--- config.mk ---
export PLATFORM = sky130hd
export DESIGN_NAME = pcd_conduit
export DESIGN_NICKNAME = d
export VERILOG_FILES = /design/src/rtl/pcd_pkg.sv /design/src/rtl/pcd_conduit.sv
export VERILOG_INCLUDE_DIRS = /design/src /design/src/rtl
export SDC_FILE = /design/constraint.sdc
export NUM_CORES = 1
export LEC_CHECK = 0
export BUFFER_PORTS_ARGS = -buffer_cell sky130_fd_sc_hd__buf_2
export CAP_MARGIN = 25
export CORE_AREA = 2 2 259 261
export CTS_CLUSTER_SIZE = 40
export DETAILED_ROUTE_END_ITERATION = 10
export DIE_AREA = 0 0 261 263
export SYNTH_ARGS = -nofsm -noshare
export SYNTH_HDL_FRONTEND = slang
export SYNTH_SLANG_ARGS = --single-unit
--- constraint.sdc ---
create_clock -name ref_clk_i -period 7.82 [get_ports ref_clk_i]
set_input_delay 0.391 -clock ref_clk_i [delete_from_list [all_inputs] [get_ports ref_clk_i]]
set_output_delay 0.391 -clock ref_clk_i [all_outputs]
set_load 0.05 [all_outputs]
--- src/rtl/pcd_conduit_map.svh ---
// Purpose: constants of the test and debug conduit: offsets, field positions,
//   reset values and timing counts.
// Assumes: 40 MHz core clock.
// Notes: included by the conduit module only; the package does not include it.
// Behaviour
// - Test bit 0 shortens the initialization counters to speed up simulation.
// - Test bit 2 high during initialization turns data scrambling off.
// - Test bit 5 high keeps training out of compliance mode; setting it sends compliance back to detect quiet.
// - Test bit 6 forces compliance when polling times out before every lane saw its exit.
// - Test bit 7 stops low-power link state negotiation.
// - The speed output reads 00 undefined, 01 first, 10 second, 11 third generation.
// - Board status bits 1:0 carry speed, bit 2 receive-buffer and bit 3 retry-buffer corrections.
// - Board status bits 4, 5, 7:6 and 8 carry internal, receive, transmit and config errors.
// - Board status bits 22:9 carry link up, its exit, ticks, hot reset exit, interrupts, sleep exit, lanes.
// - Board status bits 49:23 carry training state, credits, overflow and reset, upper bits zero.
// - Board control bits 31:0 map one for one onto the test control bus.
// - The training state field uses the standard code with all zeros for detect quiet.
`ifndef PCD_CONDUIT_MAP_SVH
`define PCD_CONDUIT_MAP_SVH
// ----------------------------------------------------------------------------
// register offsets
// ----------------------------------------------------------------------------
`define PCD_REG_CTRL 8'h00
`define PCD_REG_STATE 8'h04
`define PCD_REG_IRQ_STAT 8'h08
`define PCD_REG_IRQ_EN 8'h0C
`define PCD_REG_IRQ_CLR 8'h10
// ----------------------------------------------------------------------------
// field positions
// ----------------------------------------------------------------------------
`define PCD_TC_FAST 0
`define PCD_TC_NOSCR 2
`define PCD_TC_NOCMPL 5
`define PCD_TC_FORCE 6
`define PCD_TC_NOLP 7
`define PCD_EV_UP 0
`define PCD_EV_DOWN 1
`define PCD_EV_CMPL 2
`define PCD_EV_ERR 3
// ----------------------------------------------------------------------------
// reset values
// ----------------------------------------------------------------------------
`define PCD_STAT_RST 50'h2000000000000
`define PCD_EN_RST 4'h0
// ----------------------------------------------------------------------------
// timing
// ----------------------------------------------------------------------------
`define PCD_CLK_MHZ 40
`define PCD_TICK_NS 128
`define PCD_TICK_US 1
`define PCD_QUIET_MS 12
`define PCD_POLL_MS 24
`define PCD_FAST_SHIFT 6
`define PCD_NS_CYC ((`PCD_TICK_NS * `PCD_CLK_MHZ) / 1000)
`define PCD_US_CYC (`PCD_TICK_US * `PCD_CLK_MHZ)
`endif

--- src/rtl/pcd_pkg.sv ---
// Purpose: types of the test and debug conduit.
// Assumes: nothing beyond the constants header.
// Notes: training state codes follow the standard encoding.
package pcd_pkg;
  // gray steps along quiet, active, configuration
  typedef enum logic [4:0] {
    PCD_QUIET = 5'h00,
    PCD_POLL = 5'h01,
    PCD_CMPL = 5'h03,
    PCD_CFG = 5'h05,
    PCD_L0 = 5'h0F
  } pcd_state_t;

  typedef struct packed {
    pcd_state_t st;
    logic [19:0] cnt;
    logic [2:0] ns_cnt;
    logic [5:0] us_cnt;
    logic [1:0] speed;
    logic scr_en;
    logic lp_en;
    logic fast;
    logic sel;
    logic [49:0] stat;
    logic [3:0] ev;
    logic [3:0] ev_en;
    logic irq;
    logic [31:0] rdata;
  } pcd_regs_t;
endpackage

--- src/rtl/pcd_conduit.sv ---
// Purpose: test and debug conduit: test control decode, a small training
//   sequencer, speed report, packed board status and a register port.
// Assumes: every input is a level synchronous to ref_clk_i.
// Notes: board control may replace the test bus, picked by a control bit.
`timescale 1ns/1ps
`include "pcd_conduit_map.svh"
module pcd_conduit #(
  parameter int QUIET_CYC = `PCD_QUIET_MS * `PCD_CLK_MHZ * 1000,
  parameter int POLL_CYC = `PCD_POLL_MS * `PCD_CLK_MHZ * 1000
) (
  input wire logic ref_clk_i,
  input wire logic rst_n_i,
  input wire logic [31:0] test_ctrl_i,
  input wire logic [255:0] board_ctrl_i,
  input wire logic rx_detect_i,
  input wire logic [3:0] lane_exit_i,
  input wire logic cfg_done_i,
  input wire logic link_down_i,
  input wire logic [1:0] rate_i,
  input wire logic err_cor_rcv_i,
  input wire logic err_cor_rpl_i,
  input wire logic err_unc_i,
  input wire logic rx_par_err_i,
  input wire logic [1:0] tx_par_err_i,
  input wire logic cfg_par_err_i,
  input wire logic hot_reset_exit_i,
  input wire logic [3:0] int_state_i,
  input wire logic deep_sleep_exit_i,
  input wire logic [3:0] lanes_active_i,
  input wire logic [7:0] completion_header_credits_i,
  input wire logic [11:0] completion_data_credits_i,
  input wire logic cpl_ovf_i,
  input wire logic [7:0] addr_i,
  input wire logic [31:0] wdata_i,
  input wire logic wr_i,
  input wire logic rd_i,
  output logic [31:0] rdata_o,
  output logic irq_o,
  output logic [1:0] current_speed_o,
  output logic [255:0] board_status_o,
  output logic scramble_en_o,
  output logic low_power_en_o,
  output logic fast_init_o
);
  import pcd_pkg::*;

  localparam pcd_regs_t RST = '{st: PCD_QUIET, scr_en: 1'b1, stat: `PCD_STAT_RST,
                                 ev_en: `PCD_EN_RST, default: '0};
  localparam logic [2:0] NS_LAST = 3'(`PCD_NS_CYC - 1);
  localparam logic [5:0] US_LAST = 6'(`PCD_US_CYC - 1);

  // the counter is 20 bits wide; longer waits cannot be served
  if (QUIET_CYC < 1 || QUIET_CYC >= (1 << 20) || POLL_CYC < 1 || POLL_CYC >= (1 << 20)) begin : g_chk
    $error("pcd_conduit: wait counts must fit in 20 bits");
  end

  pcd_regs_t q;
  pcd_regs_t d;
  logic [31:0] ctl;
  logic t_ns;
  logic t_us;
  logic tmo;
  logic [3:0] ev_set;
  logic [3:0] ev_clr;

  // ----------------------------------------------------------------------------
  // helpers
  // ----------------------------------------------------------------------------
  // simulation mode divides every initialization wait
  function automatic logic [19:0] pcd_target(input logic fast, input int cyc);
    logic [19:0] full;
    full = 20'(cyc);
    return fast ? (full >> `PCD_FAST_SHIFT) : full;
  endfunction

  // rate 00, 01, 1x maps to speed codes 01, 10, 11
  function automatic logic [1:0] pcd_speed(input logic [1:0] rate);
    return rate[1] ? 2'h3 : (rate[0] ? 2'h2 : 2'h1);
  endfunction

  // ----------------------------------------------------------------------------
  // control source
  // ----------------------------------------------------------------------------
  // board switches stand in for the test bus bit for bit; the upper board
  // control bits have no function and are not looked at
  assign ctl = q.sel ? board_ctrl_i[31:0] : test_ctrl_i;

  // ----------------------------------------------------------------------------
  // next state
  // ----------------------------------------------------------------------------
  always_comb begin
    d = q;
    t_ns = (q.ns_cnt == NS_LAST);
    t_us = (q.us_cnt == US_LAST);
    tmo = (q.cnt >= pcd_target(q.fast, POLL_CYC));
    ev_clr = (wr_i && addr_i == `PCD_REG_IRQ_CLR) ? wdata_i[3:0] : 4'h0;
    // free-running ticks
    d.ns_cnt = t_ns ? 3'h0 : q.ns_cnt + 3'h1;
    d.us_cnt = t_us ? 6'h00 : q.us_cnt + 6'h01;
    // wait counter saturates so a long stall cannot wrap into a false timeout
    d.cnt = (&q.cnt) ? q.cnt : q.cnt + 20'h1;
    d.lp_en = !ctl[`PCD_TC_NOLP];
    // training sequencer
    case (q.st)
      PCD_QUIET: begin
        // the scramble and speed-up choices are taken while initializing
        d.scr_en = !ctl[`PCD_TC_NOSCR];
        d.fast = ctl[`PCD_TC_FAST];
        if (rx_detect_i && q.cnt >= pcd_target(ctl[`PCD_TC_FAST], QUIET_CYC)) begin
          d.st = PCD_POLL;
          d.cnt = '0;
        end
      end
      PCD_POLL: begin
        if (&lane_exit_i) begin
          d.st = PCD_CFG;
          d.cnt = '0;
        end else if (tmo) begin
          // bit 5 beats bit 6: compliance stays barred while it is set
          d.st = (ctl[`PCD_TC_FORCE] && !ctl[`PCD_TC_NOCMPL]) ? PCD_CMPL : PCD_QUIET;
          d.cnt = '0;
        end
      end
      PCD_CMPL: begin
        if (ctl[`PCD_TC_NOCMPL]) begin
          d.st = PCD_QUIET;
          d.cnt = '0;
        end
      end
      PCD_CFG: begin
        if (cfg_done_i) begin
          d.st = PCD_L0;
        end
      end
      PCD_L0: begin
        if (link_down_i) begin
          d.st = PCD_QUIET;
          d.cnt = '0;
        end
      end
      default: begin
        d.st = PCD_QUIET;
        d.cnt = '0;
      end
    endcase
    // speed is only defined while the link is up
    d.speed = (d.st == PCD_L0) ? pcd_speed(rate_i) : 2'h0;
    // events
    ev_set[`PCD_EV_UP] = (d.st == PCD_L0) && (q.st != PCD_L0);
    ev_set[`PCD_EV_DOWN] = (q.st == PCD_L0) && (d.st != PCD_L0);
    ev_set[`PCD_EV_CMPL] = (d.st == PCD_CMPL) && (q.st != PCD_CMPL);
    ev_set[`PCD_EV_ERR] = err_unc_i | rx_par_err_i | (|tx_par_err_i) | cfg_par_err_i;
    // set wins over a clear in the same cycle
    d.ev = (q.ev & ~ev_clr) | ev_set;
    // packed board status
    d.stat = {1'b0, cpl_ovf_i, completion_data_credits_i, completion_header_credits_i,
              d.st,
              lanes_active_i, deep_sleep_exit_i, int_state_i, hot_reset_exit_i,
              t_us, t_ns, ev_set[`PCD_EV_DOWN], d.st == PCD_L0,
              cfg_par_err_i, tx_par_err_i, rx_par_err_i, err_unc_i,
              err_cor_rpl_i, err_cor_rcv_i, d.speed};
    // register writes
    if (wr_i && addr_i == `PCD_REG_CTRL) begin
      d.sel = wdata_i[0];
    end
    if (wr_i && addr_i == `PCD_REG_IRQ_EN) begin
      d.ev_en = wdata_i[3:0];
    end
    d.irq = |(d.ev & d.ev_en);
    // read data stands for the one cycle after the strobe, zero otherwise
    d.rdata = 32'h0;
    if (rd_i) begin
      case (addr_i)
        `PCD_REG_CTRL: d.rdata = {31'h0, q.sel};
        `PCD_REG_STATE: d.rdata = {22'h0, q.fast, q.lp_en, q.scr_en, q.speed, q.st};
        `PCD_REG_IRQ_STAT: d.rdata = {28'h0, q.ev};
        `PCD_REG_IRQ_EN: d.rdata = {28'h0, q.ev_en};
        default: d.rdata = 32'h0;
      endcase
    end
  end

  // ----------------------------------------------------------------------------
  // state register
  // ----------------------------------------------------------------------------
  // synchronous reset; the core reset flag in the status reads 1 meanwhile
  always_ff @(posedge ref_clk_i) begin
    if (!rst_n_i) begin
      q <= RST;
    end else begin
      q <= d;
    end
  end

  // outputs straight from the state register
  assign rdata_o = q.rdata;
  assign irq_o = q.irq;
  assign current_speed_o = q.speed;
  assign board_status_o = {206'h0, q.stat};
  assign scramble_en_o = q.scr_en;
  assign low_power_en_o = q.lp_en;
  assign fast_init_o = q.fast;
endmodule // pcd_conduit

Word-level counts from Yosys, hierarchy flattened
Cells that the tools add are included.
{"block": "op_classes", "n_reduce_logical": 20, "mux": 21, "n_bitwise": 8, "n_lt_le_gt_ge": 2, "n_eq_ne": 15, "addsub": 3}
{"operator": "25-bit two-way mux", "count": 5}
{"operator": "20-bit one-hot mux with 5 select lines", "count": 1}
{"operator": "91-bit two-way mux", "count": 1}
{"operator": "20-bit two-way mux", "count": 2}
{"operator": "10-bit one-hot mux with 4 select lines", "count": 1}
{"operator": "5-bit one-hot mux with 5 select lines", "count": 1}
{"operator": "20-bit by 1-bit adder with 20-bit output (second input constant)", "count": 1}
{"operator": "20-bit by 19-bit greater-or-equal comparator with 1-bit output", "count": 1}
{"operator": "20-bit greater-or-equal comparator", "count": 1}
{"operator": "20-bit AND reduction", "count": 1}
{"operator": "19-bit two-way mux", "count": 1}
{"operator": "8-bit by 4-bit equality test with 1-bit output (second input constant)", "count": 2}
{"operator": "5-bit by 2-bit equality test with 1-bit output (second input constant)", "count": 2}
{"operator": "5-bit by 4-bit equality test with 1-bit output (second input constant)", "count": 2}
{"operator": "10-bit two-way mux", "count": 1}
{"operator": "5-bit by 4-bit inequality test with 1-bit output (second input constant)", "count": 2}
{"operator": "4-bit AND", "count": 2}
{"operator": "8-bit by 3-bit equality test with 1-bit output (second input constant)", "count": 1}
{"operator": "8-bit by 5-bit equality test with 1-bit output (second input constant)", "count": 1}
{"operator": "1-bit logical AND", "count": 8}
{"operator": "8-bit logical NOT", "count": 1}
{"operator": "2-bit two-way mux", "count": 4}
{"operator": "4-bit two-way mux", "count": 2}
{"operator": "8-bit two-way mux", "count": 1}
{"operator": "other kinds (18)", "count": 24}
{"block": "totals", "elab_cells": 84, "output_inout_bits": 294, "regBits": 131}

Depth between registers and ports, before layout
{"block": "logic_depth", "word_depth": 13, "mapped_depth": 11}

Worst setup path after synthesis
No wires, ideal clock.
{"block": "synth_timing", "kind": "reg2reg", "start": "register q[91] in the netlist's numbering", "end": "register q[115] in the netlist's numbering", "stages_incl_launch_ff": 12, "required_time_ns": 7.733, "path_buffers": 2, "period_less_slack_ns": 3.019, "slack_ns": 4.801, "arrival_ns": 2.932, "setup_time_ns": 0.087, "cell_sequence": "dfxtp_1 clkbuf_1 mux2i_1 inv_1 ha_1 a21o_1 a211o_1 a2111oi_2 a21o_1 a221oi_2 buf_6 nor4b_4"}
{"block": "synth_between", "elab_chain_cells": 6, "elab_cells_between_ends": 7, "classes_between": "order compare (1); mux (5); reduce/logical (1)"}
{"element": "start: declaration", "line": "pcd_conduit.sv:57", "rtl": "pcd_regs_t q;"}
{"element": "start signal: assignment", "line": "pcd_conduit.sv:189", "rtl": "q <= RST;"}
{"element": "start signal: assignment", "line": "pcd_conduit.sv:191", "rtl": "q <= d;"}
{"element": "8-bit two-way mux", "line": "pcd_conduit.sv:86", "rtl": "assign ctl = q.sel ? board_ctrl_i[31:0] : test_ctrl_i;"}
{"element": "named net ctl[0]", "line": "pcd_conduit.sv:59", "rtl": "logic [31:0] ctl;"}
{"element": "19-bit two-way mux", "line": "pcd_conduit.sv:73", "rtl": "return fast ? (full >> `PCD_FAST_SHIFT) : full;"}
{"element": "20-bit by 19-bit greater-or-equal comparator with 1-bit output", "line": "pcd_conduit.sv:109", "rtl": "if (rx_detect_i && q.cnt >= pcd_target(ctl[`PCD_TC_FAST], QUIET_CYC)) begin"}
{"element": "1-bit logical AND", "line": "pcd_conduit.sv:109"}
{"element": "25-bit two-way mux", "line": "pcd_conduit.sv:109"}
{"element": "20-bit one-hot mux with 5 select lines", "line": "pcd_conduit.sv:104", "rtl": "case (q.st)"}
The timed path passes the listed nets, and every way through them passes these cells.
A chain may end at the register's enable or synchronous reset.

Worst setup path in the final report
{"block": "layout_timing", "start": "register q[91] in the netlist's numbering", "end": "register q[124] in the netlist's numbering"}
Same word-level chain as after synthesis.

==> flow_summary.json <==
{
  "grt-busiest-layer": "met2",
  "endpoint_kind": "flop",
  "critPathBufInv": 2,
  "p_total_mw": 1.390,
  "postCtsSetupRepairBufs": 0,
  "via_count": 4192,
  "hold_viol": 0,
  "clockRootBuffer": "clkbuf_16",
  "port_buffers": 138,
  "drive_above_1_share_pct": 21.58,
  "cts_buffer_depth": 2,
  "htreeDepth": 3,
  "drv_cap": 0,
  "grt_max_degree": 47,
  "syn_inst": 731,
  "wl_mm": 15.92,
  "ant_nets": 0,
  "routedWlPerCell_um": 9.487,
  "clk_pin_slew_worst_paths_ps": 80,
  "cts.repair.resized": 0,
  "antenna_found_initial": 4,
  "cp_max_fo": 20,
  "viasPerCell": 2.498,
  "setup_violations": 0,
  "grt_overflow": 0,
  "synth_area_leaders": "buf_4, dfxtp_1, ha_1",
  "yosysSeqAreaShare_pct": 31.31,
  "arrival_ps": 4500,
  "synth_async_sr_flop_share_pct": 0,
  "drt-pass1-iter-count": 4,
  "drc": 0,
  "worst_pin_slew_ps": 885.2,
  "use_met3_pct": 1.502,
  "cts_tree": "done",
  "rsz0062_at_grt": "no",
  "holdWs_ps": 195.7,
  "hold_class": "primary input to flop",
  "synth_edf_count": 0,
  "critPathKind": "flop to flop",
  "drv_slew": 0,
  "status": "finished clean",
  "avgSynthCellArea_um2": 8.923,
  "synth_top_area_share_pct": 33.38,
  "cpPeakStageDelay_ps": 860,
  "synth_cell_types": 59,
  "start_util_pct": 9.939,
  "grt_pass1_wl_mm": 22.71,
  "insertion_delay_ps": 380,
  "synth_warnings": 0,
  "met2_usage_pct": 6.997,
  "holdBufCountCts": 0,
  "netlist_area_mm2": 0.006523,
  "die_area_mm2": 0.06864,
  "core-area_mm2": 0.06563,
  "die_w_um": 261,
  "io_pins": 673,
  "use_met1_pct": 5.961,
  "synth_seq_cells": 102,
  "period_minus_slack_ps": 4202,
  "final_util_pct": 11.06,
  "rows": 94,
  "nets": 1210,
  "critPathLaunchType": "flop",
  "path_delay_family": "compound AO/OA/AOI/OAI gates",
  "worstPathCellList": "mux2i_1, inv_1, ha_1, a21o_1, a211o_1, a2111oi_2, a21o_1, a221oi_2, buf_4, nor4_4",
  "syn2layout_area_growth_pct": 11.24,
  "cts.sinks": 102,
  "p_leak_nw": 3.263,
  "timing.fmax_mhz": 238.0,
  "worst_ep_required_time_ps": 8120,
  "place_congestion": 0.7375,
  "setup_tns_ps": 0,
  "grt_pass1_vias": 3622,
  "synth.most_common_cell": "buf_4",
  "die_h_um": 263,
  "place_hpwl_mm": 12.76,
  "clock_skew_ps": 14.14,
  "p_per_area_mw_per_mm2": 191.6,
  "synthFlopType": "dfxtp_1",
  "vdd_drop_max_mv": 0.09440,
  "synth_commonest_cells": "buf_4, dfxtp_1, and2_1, nor2_1, ha_1",
  "dp.cells": 1659,
  "nFillCells": 7642,
  "grt_usage_pct": 4.554,
  "yosys.area.top_type": "buf_4",
  "crit_top_cell": "a21o_1",
  "cts_buffers": 9,
  "period_share_pct": 53.73,
  "instances_no_fill": 1678,
  "cp_slowest_cell": "dfxtp_1",
  "max-slew-margin-rel_pct": 39.30,
  "drt_iter0_markers": 161
}
-- worst paths after layout --
check | start | end | slack, ps | depth (start not counted)
max reg2reg | q[91] | q[124] | 3620 | 10
min reg2reg | q[97] | q[97] | 450 | 1
min | board_ctrl_i[7] | low_power_en_o | 200 | 2
max | q[91] | q[124] | 3620 | 10
-- metal layers --
| layer | share of wire [%] | wire length [µm] | up-vias |
|---|---|---|---|
| li1 | - | - | 2054 |
| met1 | 47 | 7492 | 1905 |
| met2 | 44 | 6975 | 222 |
| met3 | 7.8 | 1248 | 9 |
| met4 | 1.2 | 194 | 2 |
| met5 | 0.057 | 9 | - |
-- cell families (layout without fill, tap and decap cells) --
family	after synthesis	in the layout	synth area share (%)
AO/OA/AOI/OAI	56	56	6.215
XOR/XNOR	18	18	2.417
adder cells (fa/ha/maj)	26	26	4.949
buffers and inverters	323	175	35.56
flip-flops	102	102	31.31
multiplexers	15	15	2.570
other	1	232	0.05749
AND/OR/NAND/NOR	190	190	16.92
-- state kept, by name (all words and copies together) (netlist names) --
register,cells
rdata_o,10
irq_o,1
current_speed_o,1
scramble_en_o,1
fast_init_o,1
q,42
low_power_en_o,1
board_status_o,45
-- final cells by class --
type	instances	area (µm²)	share of cell area [%]
diodes	3	7.507	0.1035
clock buffers	9	225.2	3.104
clock inverters	7	87.58	1.207
inverters	15	56.30	0.7760
multi-input cells	534	3017	41.58
flip-flops and latches	102	2042	28.14
well taps	864	1081	14.90
repair buffers	144	739.5	10.19
-- cells in the final DEF, fill, tap and decap left out, types with 5 or more instances in the layout --
cell type  Yosys  layout
conb_1         1     229
buf_2          3     138
dfxtp_1      102     102
and2_1        47      47
nor2_1        31      31
ha_1          25      25
nor3_1        24      24
nand2_1       23      23
inv_1         14      14
and3_1        14      14
xnor2_1       14      14
nand3_1       11      11
mux2i_1       10      10
a21oi_1       10      10
o21ai_0        9       9
clkbuf_16      0       9
nand4_1        8       8
a21o_1         7       7
nor2b_1        5       5
buf_4        290       5
-- through the flow --
stage          area [µm²]  worst slack [ps]
2_1_floorplan        7378              4801
3_3_place_gp         6924              3559
3_5_place_dp         6935              3558
4_1_cts              7248              3553
5_1_grt              7248              3333
6_report             7256              3618
-- power breakdown --
part	total (mW)	switching, mW	internal, mW	leakage [nW]
Combinational	0.357	0.319	0.0374	2.27
Sequential	0.541	0.00727	0.534	0.835
Clock	0.492	0.235	0.256	0.154
Note: power is estimated with default switching activity, not from simulation.
